File: src/pkg/prc_map.svh
// constants for the processor reset control block
`ifndef PRC_MAP_SVH
`define PRC_MAP_SVH

// control pins, bit order {den_n, ale, wr_n, rd_n}
`define PRC_CTRL_W 4
`define PRC_CTRL_INACTIVE 4'hb
// three lower upper address pins
`define PRC_UPPER_W 3
// cycles the control pins are driven inactive before they float
`define PRC_DRIVE_CYCLES 4'h1
`define PRC_CNT_W 4
// pin level while reset holds the pins as inputs, and test mode level after power-on reset
`define PRC_PIN_IDLE 1'b1
`define PRC_TEST_MODE_RST 1'b0

`endif

File: src/pkg/prc_pkg.sv
// types of the processor reset control block
package prc_pkg;

  typedef enum logic [2:0] {
    PRC_RUN   = 3'b001,
    PRC_DRIVE = 3'b010,
    PRC_FLOAT = 3'b100
  } prc_state_t;

endpackage

File: src/rtl/prc_sync.sv
// two flip-flop synchronizer for the active-low reset request
`timescale 1ns/1ps
module prc_sync (
  // clock and reset
  input wire logic clk,
  input wire logic rst,
  // level in and synchronized level out
  input wire logic async_n,
  output logic sync_n
);

  logic meta_n;

  // resets to the asserted level so the core stays held until two clean edges
  always_ff @(posedge clk or posedge rst) begin
    if (rst) begin
      meta_n <= 1'b0;
      sync_n <= 1'b0;
    end else begin
      meta_n <= async_n;
      sync_n <= meta_n;
    end
  end

endmodule

File: src/rtl/prc_reset_control.sv
// reset sequencing, bus abort, pin release and test strap capture
//
// Behaviour
// - reset request low resets at any time
// - reset request synchronized to clock before use
// - abort bus cycle, drive inactive, then float
// - reset stops activity, returns core to initial
// - lock and upper address become pulled-up inputs
// - top address low in reset selects test
`timescale 1ns/1ps
`include "prc_map.svh"
module prc_reset_control #(
  parameter int CTRL_W = `PRC_CTRL_W,
  parameter int UPPER_W = `PRC_UPPER_W,
  parameter logic [`PRC_CNT_W-1:0] DRIVE_CYCLES = `PRC_DRIVE_CYCLES
) (
  // clock and power-on reset of this logic
  input wire logic clk,
  input wire logic rst,
  // external reset request
  input wire logic reset_request_n,
  // core side bus values
  input wire logic core_bus_active,
  input wire logic [CTRL_W-1:0] core_ctrl,
  input wire logic core_lock,
  input wire logic core_top_address,
  input wire logic [UPPER_W-1:0] core_upper_address,
  // core control
  output logic core_reset,
  output logic bus_abort,
  output logic pin_isolation_test_mode,
  // control pins
  output logic [CTRL_W-1:0] ctrl_out,
  output logic ctrl_oe_n,
  // lock pin
  input wire logic lock_in,
  output logic lock_out,
  output logic lock_oe_n,
  // top address pin doubling as test strap
  input wire logic top_address_test_strap_in,
  output logic top_address_test_strap_out,
  output logic top_address_test_strap_oe_n,
  // upper address pins
  input wire logic [UPPER_W-1:0] upper_address_pins_in,
  output logic [UPPER_W-1:0] upper_address_pins_out,
  output logic upper_address_pins_oe_n,
  // weak pullups on lock and address pins
  output logic pin_pullup_en
);

  localparam logic [CTRL_W-1:0] CTRL_INACTIVE = CTRL_W'(`PRC_CTRL_INACTIVE);

  prc_pkg::prc_state_t state;
  prc_pkg::prc_state_t next_state;
  logic req_sync_n;
  logic [`PRC_CNT_W-1:0] drive_cnt;
  logic drive_done;
  logic release_edge;

  // lock_in and upper_address_pins_in are never looked at: the board only holds them high on the pullup during reset
  prc_sync u_sync (
    .clk(clk),
    .rst(rst),
    .async_n(reset_request_n),
    .sync_n(req_sync_n)
  );

  assign drive_done = (drive_cnt == DRIVE_CYCLES);
  assign release_edge = (state == prc_pkg::PRC_FLOAT) && req_sync_n;

  always_comb begin
    next_state = state;
    unique case (state)
      prc_pkg::PRC_RUN: begin
        if (!req_sync_n) begin
          next_state = prc_pkg::PRC_DRIVE;
        end
      end
      prc_pkg::PRC_DRIVE: begin
        if (drive_done) begin
          next_state = prc_pkg::PRC_FLOAT;
        end
      end
      prc_pkg::PRC_FLOAT: begin
        if (req_sync_n) begin
          next_state = prc_pkg::PRC_RUN;
        end
      end
      default: begin
        next_state = prc_pkg::PRC_FLOAT;
      end
    endcase
  end

  // power-on reset lands straight in the floating hold, nothing to abort yet
  always_ff @(posedge clk or posedge rst) begin
    if (rst) begin
      state <= prc_pkg::PRC_FLOAT;
    end else begin
      state <= next_state;
    end
  end

  always_ff @(posedge clk or posedge rst) begin
    if (rst) begin
      drive_cnt <= '0;
    end else if (state == prc_pkg::PRC_DRIVE) begin
      drive_cnt <= drive_cnt + `PRC_CNT_W'(1);
    end else begin
      drive_cnt <= `PRC_CNT_W'(1);
    end
  end

  // core held in reset through both the drive and the float phase
  always_ff @(posedge clk or posedge rst) begin
    if (rst) begin
      core_reset <= 1'b1;
    end else begin
      core_reset <= (next_state != prc_pkg::PRC_RUN);
    end
  end

  always_ff @(posedge clk or posedge rst) begin
    if (rst) begin
      bus_abort <= 1'b0;
    end else begin
      bus_abort <= (state == prc_pkg::PRC_RUN) && !req_sync_n && core_bus_active;
    end
  end

  // control pins: core values, then inactive levels, then released
  always_ff @(posedge clk or posedge rst) begin
    if (rst) begin
      ctrl_out <= CTRL_INACTIVE;
      ctrl_oe_n <= 1'b1;
    end else begin
      unique case (next_state)
        prc_pkg::PRC_RUN: begin
          ctrl_out <= core_ctrl;
          ctrl_oe_n <= 1'b0;
        end
        prc_pkg::PRC_DRIVE: begin
          ctrl_out <= CTRL_INACTIVE;
          ctrl_oe_n <= 1'b0;
        end
        default: begin
          ctrl_out <= CTRL_INACTIVE;
          ctrl_oe_n <= 1'b1;
        end
      endcase
    end
  end

  // lock and address pins turn to pulled-up inputs for the whole reset
  always_ff @(posedge clk or posedge rst) begin
    if (rst) begin
      lock_out <= `PRC_PIN_IDLE;
      top_address_test_strap_out <= `PRC_PIN_IDLE;
      upper_address_pins_out <= {UPPER_W{`PRC_PIN_IDLE}};
      lock_oe_n <= 1'b1;
      top_address_test_strap_oe_n <= 1'b1;
      upper_address_pins_oe_n <= 1'b1;
      pin_pullup_en <= 1'b1;
    end else if (next_state == prc_pkg::PRC_RUN) begin
      lock_out <= core_lock;
      top_address_test_strap_out <= core_top_address;
      upper_address_pins_out <= core_upper_address;
      lock_oe_n <= 1'b0;
      top_address_test_strap_oe_n <= 1'b0;
      upper_address_pins_oe_n <= 1'b0;
      pin_pullup_en <= 1'b0;
    end else begin
      lock_out <= `PRC_PIN_IDLE;
      top_address_test_strap_out <= `PRC_PIN_IDLE;
      upper_address_pins_out <= {UPPER_W{`PRC_PIN_IDLE}};
      lock_oe_n <= 1'b1;
      top_address_test_strap_oe_n <= 1'b1;
      upper_address_pins_oe_n <= 1'b1;
      pin_pullup_en <= 1'b1;
    end
  end

  // strap sampled only on the release edge, a glitch mid-run cannot change the mode
  always_ff @(posedge clk or posedge rst) begin
    if (rst) begin
      pin_isolation_test_mode <= `PRC_TEST_MODE_RST;
    end else if (release_edge) begin
      pin_isolation_test_mode <= !top_address_test_strap_in;
    end
  end

  property p_enter;
    @(posedge clk) disable iff (rst)
      (!reset_request_n)[*3] |=> core_reset;
  endproperty
  a_enter: assert property (p_enter) else $error("reset request did not reset core");

  property p_sync_delay;
    @(posedge clk) disable iff (rst)
      reset_request_n[*3] ##1 !reset_request_n |-> (!core_reset)[*2];
  endproperty
  a_sync_delay: assert property (p_sync_delay) else $error("reset acted before sync");

  property p_inactive_before_float;
    @(posedge clk) disable iff (rst)
      $rose(ctrl_oe_n) |-> $past(ctrl_out) == CTRL_INACTIVE && !$past(ctrl_oe_n);
  endproperty
  a_inactive_before_float: assert property (p_inactive_before_float)
    else $error("control pins floated without inactive drive");

  property p_abort;
    @(posedge clk) disable iff (rst)
      state == prc_pkg::PRC_RUN && !req_sync_n && core_bus_active |=> bus_abort ##1 !bus_abort;
  endproperty
  a_abort: assert property (p_abort) else $error("bus cycle not aborted");

  // a synchronized request low must hold the core and quiet the control pins next cycle
  property p_core_held;
    @(posedge clk) disable iff (rst)
      !req_sync_n |=> core_reset && (ctrl_out == CTRL_INACTIVE);
  endproperty
  a_core_held: assert property (p_core_held) else $error("core left reset early");

  property p_pins_input;
    @(posedge clk) disable iff (rst)
      state == prc_pkg::PRC_FLOAT |-> lock_oe_n && upper_address_pins_oe_n
        && top_address_test_strap_oe_n && pin_pullup_en;
  endproperty
  a_pins_input: assert property (p_pins_input) else $error("pins driven during reset");

  property p_strap;
    @(posedge clk) disable iff (rst)
      $fell(core_reset) |-> pin_isolation_test_mode == !$past(top_address_test_strap_in);
  endproperty
  a_strap: assert property (p_strap) else $error("test strap not captured");

  property p_mode_hold;
    @(posedge clk) disable iff (rst)
      !core_reset && !$past(core_reset) |-> $stable(pin_isolation_test_mode);
  endproperty
  a_mode_hold: assert property (p_mode_hold) else $error("test mode changed while running");

endmodule

File: config.mk
export PLATFORM = sky130hd
export DESIGN_NAME = prc_reset_control
export DESIGN_NICKNAME = d
export VERILOG_FILES = /design/src/pkg/prc_pkg.sv /design/src/rtl/prc_sync.sv /design/src/rtl/prc_reset_control.sv
export VERILOG_INCLUDE_DIRS = /design/src /design/src/pkg
export SDC_FILE = /design/constraint.sdc
export NUM_CORES = 1
export LEC_CHECK = 0
export ABC_AREA = 0
export ABC_CLOCK_PERIOD_IN_PS = 1740
export BUFFER_PORTS_ARGS = -buffer_cell sky130_fd_sc_hd__buf_2
export CELL_PAD_IN_SITES_DETAIL_PLACEMENT = 1
export CELL_PAD_IN_SITES_GLOBAL_PLACEMENT = 1
export CORE_ASPECT_RATIO = 0.6
export CORE_UTILIZATION = 39
export CTS_CLUSTER_DIAMETER = 200
export CTS_CLUSTER_SIZE = 14
export DETAILED_ROUTE_END_ITERATION = 8
export PLACE_DENSITY = 0.81
export SLEW_MARGIN = 20
export SYNTH_ARGS = -nofsm -noshare
export SYNTH_HDL_FRONTEND = slang
export SYNTH_SLANG_ARGS = --single-unit
File: constraint.sdc
create_clock -name clk -period 1.74 [get_ports clk]
set_input_delay 0.261 -clock clk [delete_from_list [all_inputs] [get_ports clk]]
set_output_delay 0.261 -clock clk [all_outputs]
set_load 0.005 [all_outputs]
==> impl_metrics.yaml, run 1 <==
sta:
  setup_slack_ns: 0.464
  finalCritPeriodShare: 0.733
  tightest_slew_ns: 0.388
  fin_crit_ns: 1.28
  slew-limit-headroom: 0.741
  fmax_mhz: 784
  setup_viol: 0
  fin_skew_ns: 0.00357
  rsz0062_at_grt: "false"
  fin_setup_tns_ns: 0
  finalHoldViolCount: 0
  drv_slew: 0
worst_setup_path:
  reg2reg_depth: 4
  worstPathCellList: "inv_1 -> ha_1 -> nor3b_1 -> o221a_1"
  r2r-start: "drive_cnt[1]"
  cp_max_fo: 3
  cp_num_buf_inv: 1
  critPathLaunch: "drive_cnt[1]"
  critPathSlowestCell: "dfrtp_1"
  cp.depth: 4
  worstPathArrival_ns: 1.47
  critPathMaxStageDelay_ns: 0.41
  cp-end-kind: "register"
  cp.required_ns: 1.94
  path_delay_family: "flip-flops"
  crit_type: "register to register"
  crit_end: "state[2]"
  r2r-end: "state[2]"
  r2r_setup_slack_ns: 0.46
  setup.worst_path.start_class: "register"
run:
  drv_cap: 0
grt:
  grt_pass1_vias: 573
  grt_usage: 0.161
  grt_max_degree: 23
  grt_pass1_wl_um: 2820
  grt-ovfl-total: 0
  antenna_found_initial: 0
placed_design:
  postPlaceCellArea_sq_um: 1050
  dp_hpwl_um: 1340
  io_buffers: 30
  place_ws_ns: 0.490
  gp_congestion: 0.720
  dp.cells: 119
drt:
  drc_errors: 0
  first_iter_violations: 16
  firstDrtPassIters: 4
  wirelength_um: 1820
  num_vias: 599
  drt-vias-per-instance: 4.87
  drtAntennaViolNets: 0
  wl_per_cell_um: 14.8
cts:
  cts.sinks: 22
  cts_tree: "yes"
  hold_buffers: 0
  cts_resized: 0
  cts_max_path_buffers: 2
  post_cts_buffers: 0
  clock_latency_ns: 0.26
  clk_pin_slew_worst_paths_ns: 0.08
  cts-htree-levels: 1
  cts_buffers: 3
  cts_root_buffer: "clkbuf_8"
run_status:
  status: "finished, final reports clean"
pwr:
  switching_power_w: 0.000466
  netSwitchingFraction: 0.303
  power_frac_seq: 0.507
  p_int_w: 0.00107
  power_frac_comb: 0.283
  leakage_nw: 0.492
  vdd_drop_max_v: 0.000751
  pwr-share-clk: 0.209
  power.density_nw_per_um2: 1400
yosys:
  yosysWarnings: 0
  synth_nets: 85
  synth_top_area_frac: 0.324
  synth-seq-cells: 22
  synth_common_cells: "dfrtp_1 (11), dfstp_2 (11), nand3b_1 (8), buf_4 (4)"
  synth.distinct_cells: 27
  seq_area_frac_synth: 0.632
  yosysTopAreaCell: "dfstp_2"
  dominantRegCellSynth: "dfstp_2"
  syn-instance-count: 65
  ys_async_sr_fraction: 1.00
  synth_edf_count: 0
  synth.cell_area_sq_um: 893
  synth.avg_cell_area_sq_um: 13.7
  synth.area.top_cells: "dfstp_2 (32%), dfrtp_1 (31%), nand3b_1 (6.7%)"
floorplan:
  die_y_um: 39.1
  boundaryPins: 35
  core_area_sq_um: 2000
  rows: 12
  start_util: 0.447
  die_w_um: 63.8
  die_area_sq_um: 2490
worst_hold_path:
  hp-class: "input port to asynchronous set/reset pin"
layout:
  fin_area_sq_um: 1100
  fin_cells: 123
  layout-drive-gt1-share: 0.526
  num-nets-final: 116
  antenna_cells: 0
  area_growth_pct: 22.7
  post-route-util: 0.549
stage by stage:
stage                     total power, W  hold WS [ns]
final                            0.00154        0.0265
after global routing             0.00164        0.0545
after detailed placement         0.00123         0.312
after global placement           0.00120         0.303
after CTS                        0.00156        0.0352
after floorplan                  0.00106         0.242
logic make-up after synthesis:
logic type	after synthesis	synth area share
buffers and inverters	10	0.0686
AOI/OAI and AO/OA	3	0.0350
and+or+nand+nor	24	0.193
muxes	2	0.0238
DFF	22	0.632
adders and majority gates	2	0.0280
xor gates and xnor gates	2	0.0196
cell usage in the layout (no fill, tap or decap):
master	count
clkbuf_1	1
clkbuf_8	3
buf_4	3
and2_1	1
nand4bb_2	1
dfrtp_1	11
mux2_2	1
nor4b_1	2
ha_1	2
or3b_4	1
and3_1	1
nor4bb_1	1
nand3b_1	8
xnor2_1	1
nor3b_1	1
mux2i_1	1
xor2_1	1
buf_2	30
dfstp_2	11
inv_1	3
nor2b_1	1
nand2_1	1
o32ai_1	1
o221a_1	2
nand3_1	2
nand2b_1	1
nor2_1	3
sequential cells by signal (all words and copies together), names as in the netlist, 3 cells and up:
signal / flops
upper_address_pins_out: 3
state: 3
drive_cnt: 4
ctrl_out: 4
worst register-to-register path, stage by stage, from the launching register on:
cell,delay (ns)
dfrtp_1,0.41
inv_1,0.07
ha_1,0.13
nor3b_1,0.35
o221a_1,0.26
power by group through the flow:
stage	combinational (W)	sequential [W]	clock, W
6_report	0.000436	0.000780	0.000322
5_1_grt	0.000490	0.000800	0.000349
4_1_cts	0.000444	0.000783	0.000330
3_5_place_dp	0.000442	0.000791	0
3_3_place_gp	0.000421	0.000775	0
2_1_floorplan	0.000275	0.000781	0
worst min path at each step:
stage,startpoint,cells after the start,endpoint
finish,rst,3,u_sync.sync_n
global route,rst,3,bus_abort
CTS,rst,3,state[0]
detailed placement,rst,3,bus_abort
global placement,rst,3,bus_abort
floorplan,rst,1,bus_abort
final cells by class:
type | instances | area (sq um)
fillers | 221 | 901
flip-flops and latches | 22 | 564
multi-input cells | 33 | 268
repair buffers | 33 | 173
clock buffers | 4 | 45.0
well taps | 28 | 35.0
inverters | 3 | 11.3
layer usage:
layer,up-vias,track usage,share of wire
met2,22,0.274,0.46
met3,4,0.0500,0.052
met4,0,0.0568,0.026
li1,279,-,-
met1,294,0.199,0.46
met5,-,0,0
(Power assumes the default switching activity.)
==> run 2, diff against run 1 <==
- ABC_AREA: 0 -> 1
- ABC_CLOCK_PERIOD_IN_PS: 1740 -> 1300
- CORE_UTILIZATION: 39 -> 35
- PLACE_DENSITY: 0.81 -> 0.75
- clock period: 1.74 -> 1.3 ns (I/O delays scaled with it)
==> impl_metrics.yaml, run 2 <==
run_status:
  status: "finished, final reports clean"
yosys:
  synthAdderAreaFrac: 0.0279
  synth_edf_count: 0
  synth_top_family_by_area: "simple AND/OR/NAND/NOR gates"
  synth.distinct_cells: 17
  synth-seq-cells: 22
  muxShareOfSynthArea: 0
  yosysTopAreaCell: "dfstp_2"
  synth.area.top_cells: "dfstp_2 (32%), dfrtp_1 (31%), nand3b_1 (6.7%)"
  synth.avg_cell_area_sq_um: 11.5
  synth_common_cells: "inv_1 (12), dfrtp_1 (11), dfstp_2 (11), nand3b_1 (8)"
  dominantRegCellSynth: "dfstp_2"
  synthXorXnorAreaFrac: 0.00975
  synth_compound_area_frac: 0.0111
  yosysMostFrequentCell: "inv_1"
  yosysWarnings: 0
  syn-instance-count: 78
  yosys.area_share.simple: 0.231
  synth_nets: 98
  seq_area_frac_synth: 0.628
  ys_async_sr_fraction: 1.00
  synth_top_area_frac: 0.322
  synth.cell_area_sq_um: 898
pwr:
  power.density_nw_per_um2: 1930
  power_frac_seq: 0.447
  pwr-share-clk: 0.289
  netSwitchingFraction: 0.299
  finalPower_w: 0.00221
  p_int_w: 0.00155
  leakage_nw: 0.559
  vdd_drop_max_v: 0.000861
  switching_power_w: 0.000661
  power_frac_comb: 0.264
sta:
  finalHoldViolCount: 0
  rsz0062_at_grt: "false"
  fin_crit_ns: 1.15
  slew-limit-headroom: 0.816
  drv_slew: 0
  setup_viol: 0
  fmax_mhz: 869
  finalCritPeriodShare: 0.885
  fin_setup_tns_ns: 0
  fin_skew_ns: 0.00479
  tightest_slew_ns: 0.277
layout:
  final_cell_mix: "buf_2 (30), inv_1 (12), dfrtp_1 (11), dfstp_2 (11), nand3b_1 (8)"
  antenna_cells: 0
  seqCellArea_sq_um: 564
  fin_cells: 140
  multi_input_area_sq_um: 251
  layout-drive-gt1-share: 0.491
  post-route-util: 0.499
  num-nets-final: 131
  fin_area_sq_um: 1140
  fill_cells: 273
  layout_commonest_cell: "buf_2"
  area_growth_pct: 27.4
  top_regs: "ctrl_out (4), drive_cnt (4)"
worst_setup_path:
  worstPathArrival_ns: 1.34
  cp.required_ns: 1.49
  setup.worst_path.start_class: "register"
  crit_type: "register to register"
  cp-end-kind: "register"
  cp_max_fo: 5
grt:
  grt_pass1_vias: 645
  grt_pass1_wl_um: 3020
  grt_usage: 0.160
  grt_max_degree: 23
  grt-ovfl-total: 0
  antenna_found_initial: 0
drt:
  met3_wirelength_um: 153
  routed.top_layer: "met3"
  first_iter_violations: 19
  m1WireLength_um: 905
  wl_per_cell_um: 13.3
  wl_met2_um: 804
  firstDrtPassIters: 3
  drtAntennaViolNets: 0
  drc_errors: 0
  num_vias: 627
  drt-vias-per-instance: 4.48
  wirelength_um: 1860
cts:
  cts_max_path_buffers: 2
  cts_resized: 0
  hold_buffers: 1
  cts_tree: "yes"
  cts_buffers: 3
  post_cts_buffers: 0
  cts-htree-levels: 1
  cts.sinks: 22
  cts_root_buffer: "clkbuf_8"
  clock_latency_ns: 0.26
  clk_pin_slew_worst_paths_ns: 0.08
placed_design:
  gp_congestion: 0.742
  dp_hpwl_um: 1450
  io_buffers: 30
  postPlaceCellArea_sq_um: 1060
  dp.cells: 135
run:
  drv_cap: 0
floorplan:
  core_area_sq_um: 2290
  die_w_um: 67.4
  die_area_sq_um: 2780
  die_y_um: 41.2
  rows: 13
  start_util: 0.392
  boundaryPins: 35
worst_hold_path:
  hp-class: "input port to register"
run 2: worst max-delay path: stages, from the launching register on:
cell	delay (ns)
dfstp_2	0.57
inv_1	0.09
nand3_2	0.14
inv_1	0.08
nand2_1	0.09
nand3_1	0.10
run 2: power groups by stage:
stage	combinational, W	sequential [W]	clock [W]
finish	0.000584	0.000988	0.000638
global route	0.000654	0.00101	0.000688
detailed placement	0.000590	0.00100	0
floorplan	0.000390	0.00100	0
global placement	0.000564	0.000983	0
CTS	0.000596	0.000989	0.000657
run 2: per-layer routing:
layer | GRT usage | vias up
met3 | 0.0722 | 0
met2 | 0.255 | 22
met1 | 0.204 | 304
met4 | 0.0319 | 0
met5 | 0 | -
li1 | - | 301
run 2: cell type report:
class                           instances  area share
Clock buffer                            3      0.0361
Clock inverter                          1      0.0262
Inverter                               12      0.0393
Multi-Input combinational cell         39       0.220
Sequential cell                        22       0.493
Tap cell                               30      0.0328
Timing Repair Buffer                   33       0.153
run 2: cell families after synthesis:
family,Yosys count
AO/OA/AOI/OAI,2
XOR/XNOR,1
adder cells (fa/ha/maj),2
buffers and inverters,17
flip-flops,22
AND/OR/NAND/NOR,34
run 2: final timing paths:
| path | slack, ns | start | cells past startpoint | endpoint |
|---|---|---|---|---|
| setup / recovery | 0.15 | state[2] | 5 | ctrl_oe_n |
| hold / removal | 0.04 | reset_request_n | 1 | u_sync.meta_n |
| setup reg to reg | 0.15 | state[2] | 5 | ctrl_oe_n |
| hold reg to reg | 0.36 | u_sync.meta_n | 0 | u_sync.sync_n |
| max in group asynchronous | 0.52 | rst | 4 | core_reset |
| min in group asynchronous | 0.49 | rst | 4 | bus_abort |
run 2: per-stage QoR:
stage | hold WS [ns] | setup slack, ns
floorplan | 0.176 | 0.304
global placement | 0.239 | 0.213
detailed placement | 0.247 | 0.180
CTS | 0.0283 | 0.149
global route | 0.0222 | 0.0969
finish | 0.0353 | 0.149
==> run 3, diff against run 2 <==
- ABC_CLOCK_PERIOD_IN_PS: 1300 -> 1000
- CAP_MARGIN: not set -> 10
- CORE_UTILIZATION: 35 -> 32
- PLACE_DENSITY: 0.75 -> 0.72
- clock period: 1.3 -> 1 ns (I/O delays scaled with it)
==> impl_metrics.yaml, run 3 (synthesis gave the netlist of run 2 again) <==
run_status:
  status: "complete, but fails checks"
  violations: "setup timing"
worst_hold_path:
  hold_start: "top_address_test_strap_in"
  hold_path_end: "pin_isolation_test_mode"
  hp-class: "input port to register"
  worstHoldPathCells: 2
grt:
  antenna_found_initial: 0
  grt-ovfl-total: 0
  grt_usage: 0.152
  grt_max_degree: 23
  grt_pass1_wl_um: 3350
  grt_pass1_vias: 733
drt:
  num_vias: 665
  wl_per_cell_um: 14.1
  drtAntennaViolNets: 0
  drc_errors: 0
  first_iter_violations: 19
  drt-vias-per-instance: 4.46
  firstDrtPassIters: 4
  wirelength_um: 2110
layout:
  area_growth_pct: 50.3
  top_regs: "ctrl_out (4), drive_cnt (4)"
  antenna_cells: 0
  num-nets-final: 138
  fin_area_sq_um: 1350
  layout_commonest_cell: "buf_2"
  fill_cells: 291
  final_cell_mix: "buf_2 (27), dfstp_2 (11), nand3b_1 (8), dfrtp_1 (8), inv_1 (7)"
  layout-drive-gt1-share: 0.692
floorplan:
  die_area_sq_um: 3030
  boundaryPins: 35
  start_util: 0.349
  die_y_um: 43.0
  rows: 14
  die_w_um: 70.4
  core_area_sq_um: 2570
sta:
  tightest_slew_ns: 0.288
  finalCritPeriodShare: 1.08
  setup_viol: 30
  setup_slack_ns: -0.0784
  slew-limit-headroom: 0.808
  rsz0062_at_grt: "true"
  fmax_mhz: 927
  fin_skew_ns: 0.00540
  finalHoldViolCount: 0
  drv_slew: 0
  fin_crit_ns: 1.08
  hold_ws_ns: 0.0511
worst_setup_path:
  worstPathCellList: "buf_2"
  cp-end-kind: "primary output"
  critPathLaunch: "core_reset"
  r2r-start: "state[2]"
  path_delay_family: "flip-flops"
  r2r-end: "ctrl_out[2]"
  r2r_setup_slack_ns: -0.08
  cp_num_buf_inv: 1
  crit_type: "register to primary output"
  cp.required_ns: 0.85
  critPathMaxStageDelay_ns: 0.55
  reg2reg_depth: 5
  cp.depth: 1
  critPathSlowestCell: "dfstp_2"
  worstPathArrival_ns: 0.93
  cp_max_fo: 5
  setup.worst_path.start_class: "register"
run:
  drv_cap: 0
placed_design:
  io_buffers: 30
  gp_congestion: 0.735
  postPlaceCellArea_sq_um: 1080
  dp_hpwl_um: 1350
  place_ws_ns: -0.0525
pwr:
  vdd_drop_max_v: 0.00124
  power_frac_seq: 0.418
  power_frac_comb: 0.400
  pwr-share-clk: 0.182
  leakage_nw: 0.611
  p_int_w: 0.00200
  power.density_nw_per_um2: 2300
  netSwitchingFraction: 0.356
  switching_power_w: 0.00111
cts:
  cts_max_path_buffers: 2
  cts_root_buffer: "clkbuf_8"
  cts_tree: "yes"
  clock_latency_ns: 0.26
  cts_buffers: 3
  cts.sinks: 22
  cts-htree-levels: 1
  clk_pin_slew_worst_paths_ns: 0.08
run 3: how the worst max path moves through the flow:
stage,slack [ns],to
6_report,-0.08,top_address_test_strap_oe_n
4_1_cts,-0.09,pin_pullup_en
3_5_place_dp,-0.05,ctrl_out[2]
5_1_grt,-0.12,ctrl_out[2]
3_3_place_gp,-0.04,ctrl_oe_n
2_1_floorplan,0.004,state[0]
run 3: metrics by stage:
step | power (W) | util | cells | setup TNS [ns]
after global placement | 0.00204 | 0.420 | 139 | -0.0831
after CTS | 0.00285 | 0.479 | 147 | -0.915
after detailed placement | 0.00208 | 0.420 | 139 | -0.310
final | 0.00311 | 0.524 | 149 | -1.11
after global routing | 0.00329 | 0.524 | 149 | -2.19
after floorplan | 0.00181 | - | 78 | 0
run 3: final cells by class:
cell class                      instances  area, sq um  share of cell area
Sequential cell                        22          568               0.421
Clock buffer                            4         45.0              0.0334
Multi-Input combinational cell         40          394               0.292
Tap cell                               32         40.0              0.0297
Timing Repair Buffer                   39          253               0.187
Inverter                               12         50.0              0.0371
run 3: worst reg2reg max path, stage by stage, from the launching register on:
cell     delay [ns]
dfstp_2        0.57
buf_6          0.14
nand2_8        0.08
nand2_8        0.10
nand2_4        0.06
nor2_2         0.07
run 3: power groups by stage:
stage / Sequential, W / Clock (W) / Combinational, W
after global placement: 0.00127 / 0 / 0.000774
after floorplan: 0.00130 / 0 / 0.000507
after global routing: 0.00132 / 0.000622 / 0.00135
after detailed placement: 0.00128 / 0 / 0.000802
final: 0.00130 / 0.000564 / 0.00124
after CTS: 0.00129 / 0.000587 / 0.000977
run 3: metal layers:
layer  share of wire  global-route usage  up-vias  wire, um
met2            0.50               0.263       26      1060
met3           0.064              0.0570        4       135
met1            0.41               0.175      316       869
li1                -                   -      319         -
met4           0.020              0.0480        0        42
met5               0                   0        -         0
run 3: repair_timing:
| item | CTS | global route |
|---|---|---|
| cloned | 1 | 0 |
| buffers inserted | 1 | 2 |
| endpoints found under the hold margin | 12 | 0 |
| gates resized for setup | 21 | 23 |
| hold buffers | 2 | 0 |
| setup endpoints to repair | 30 | 32 |
| pin swaps | 6 | 6 |
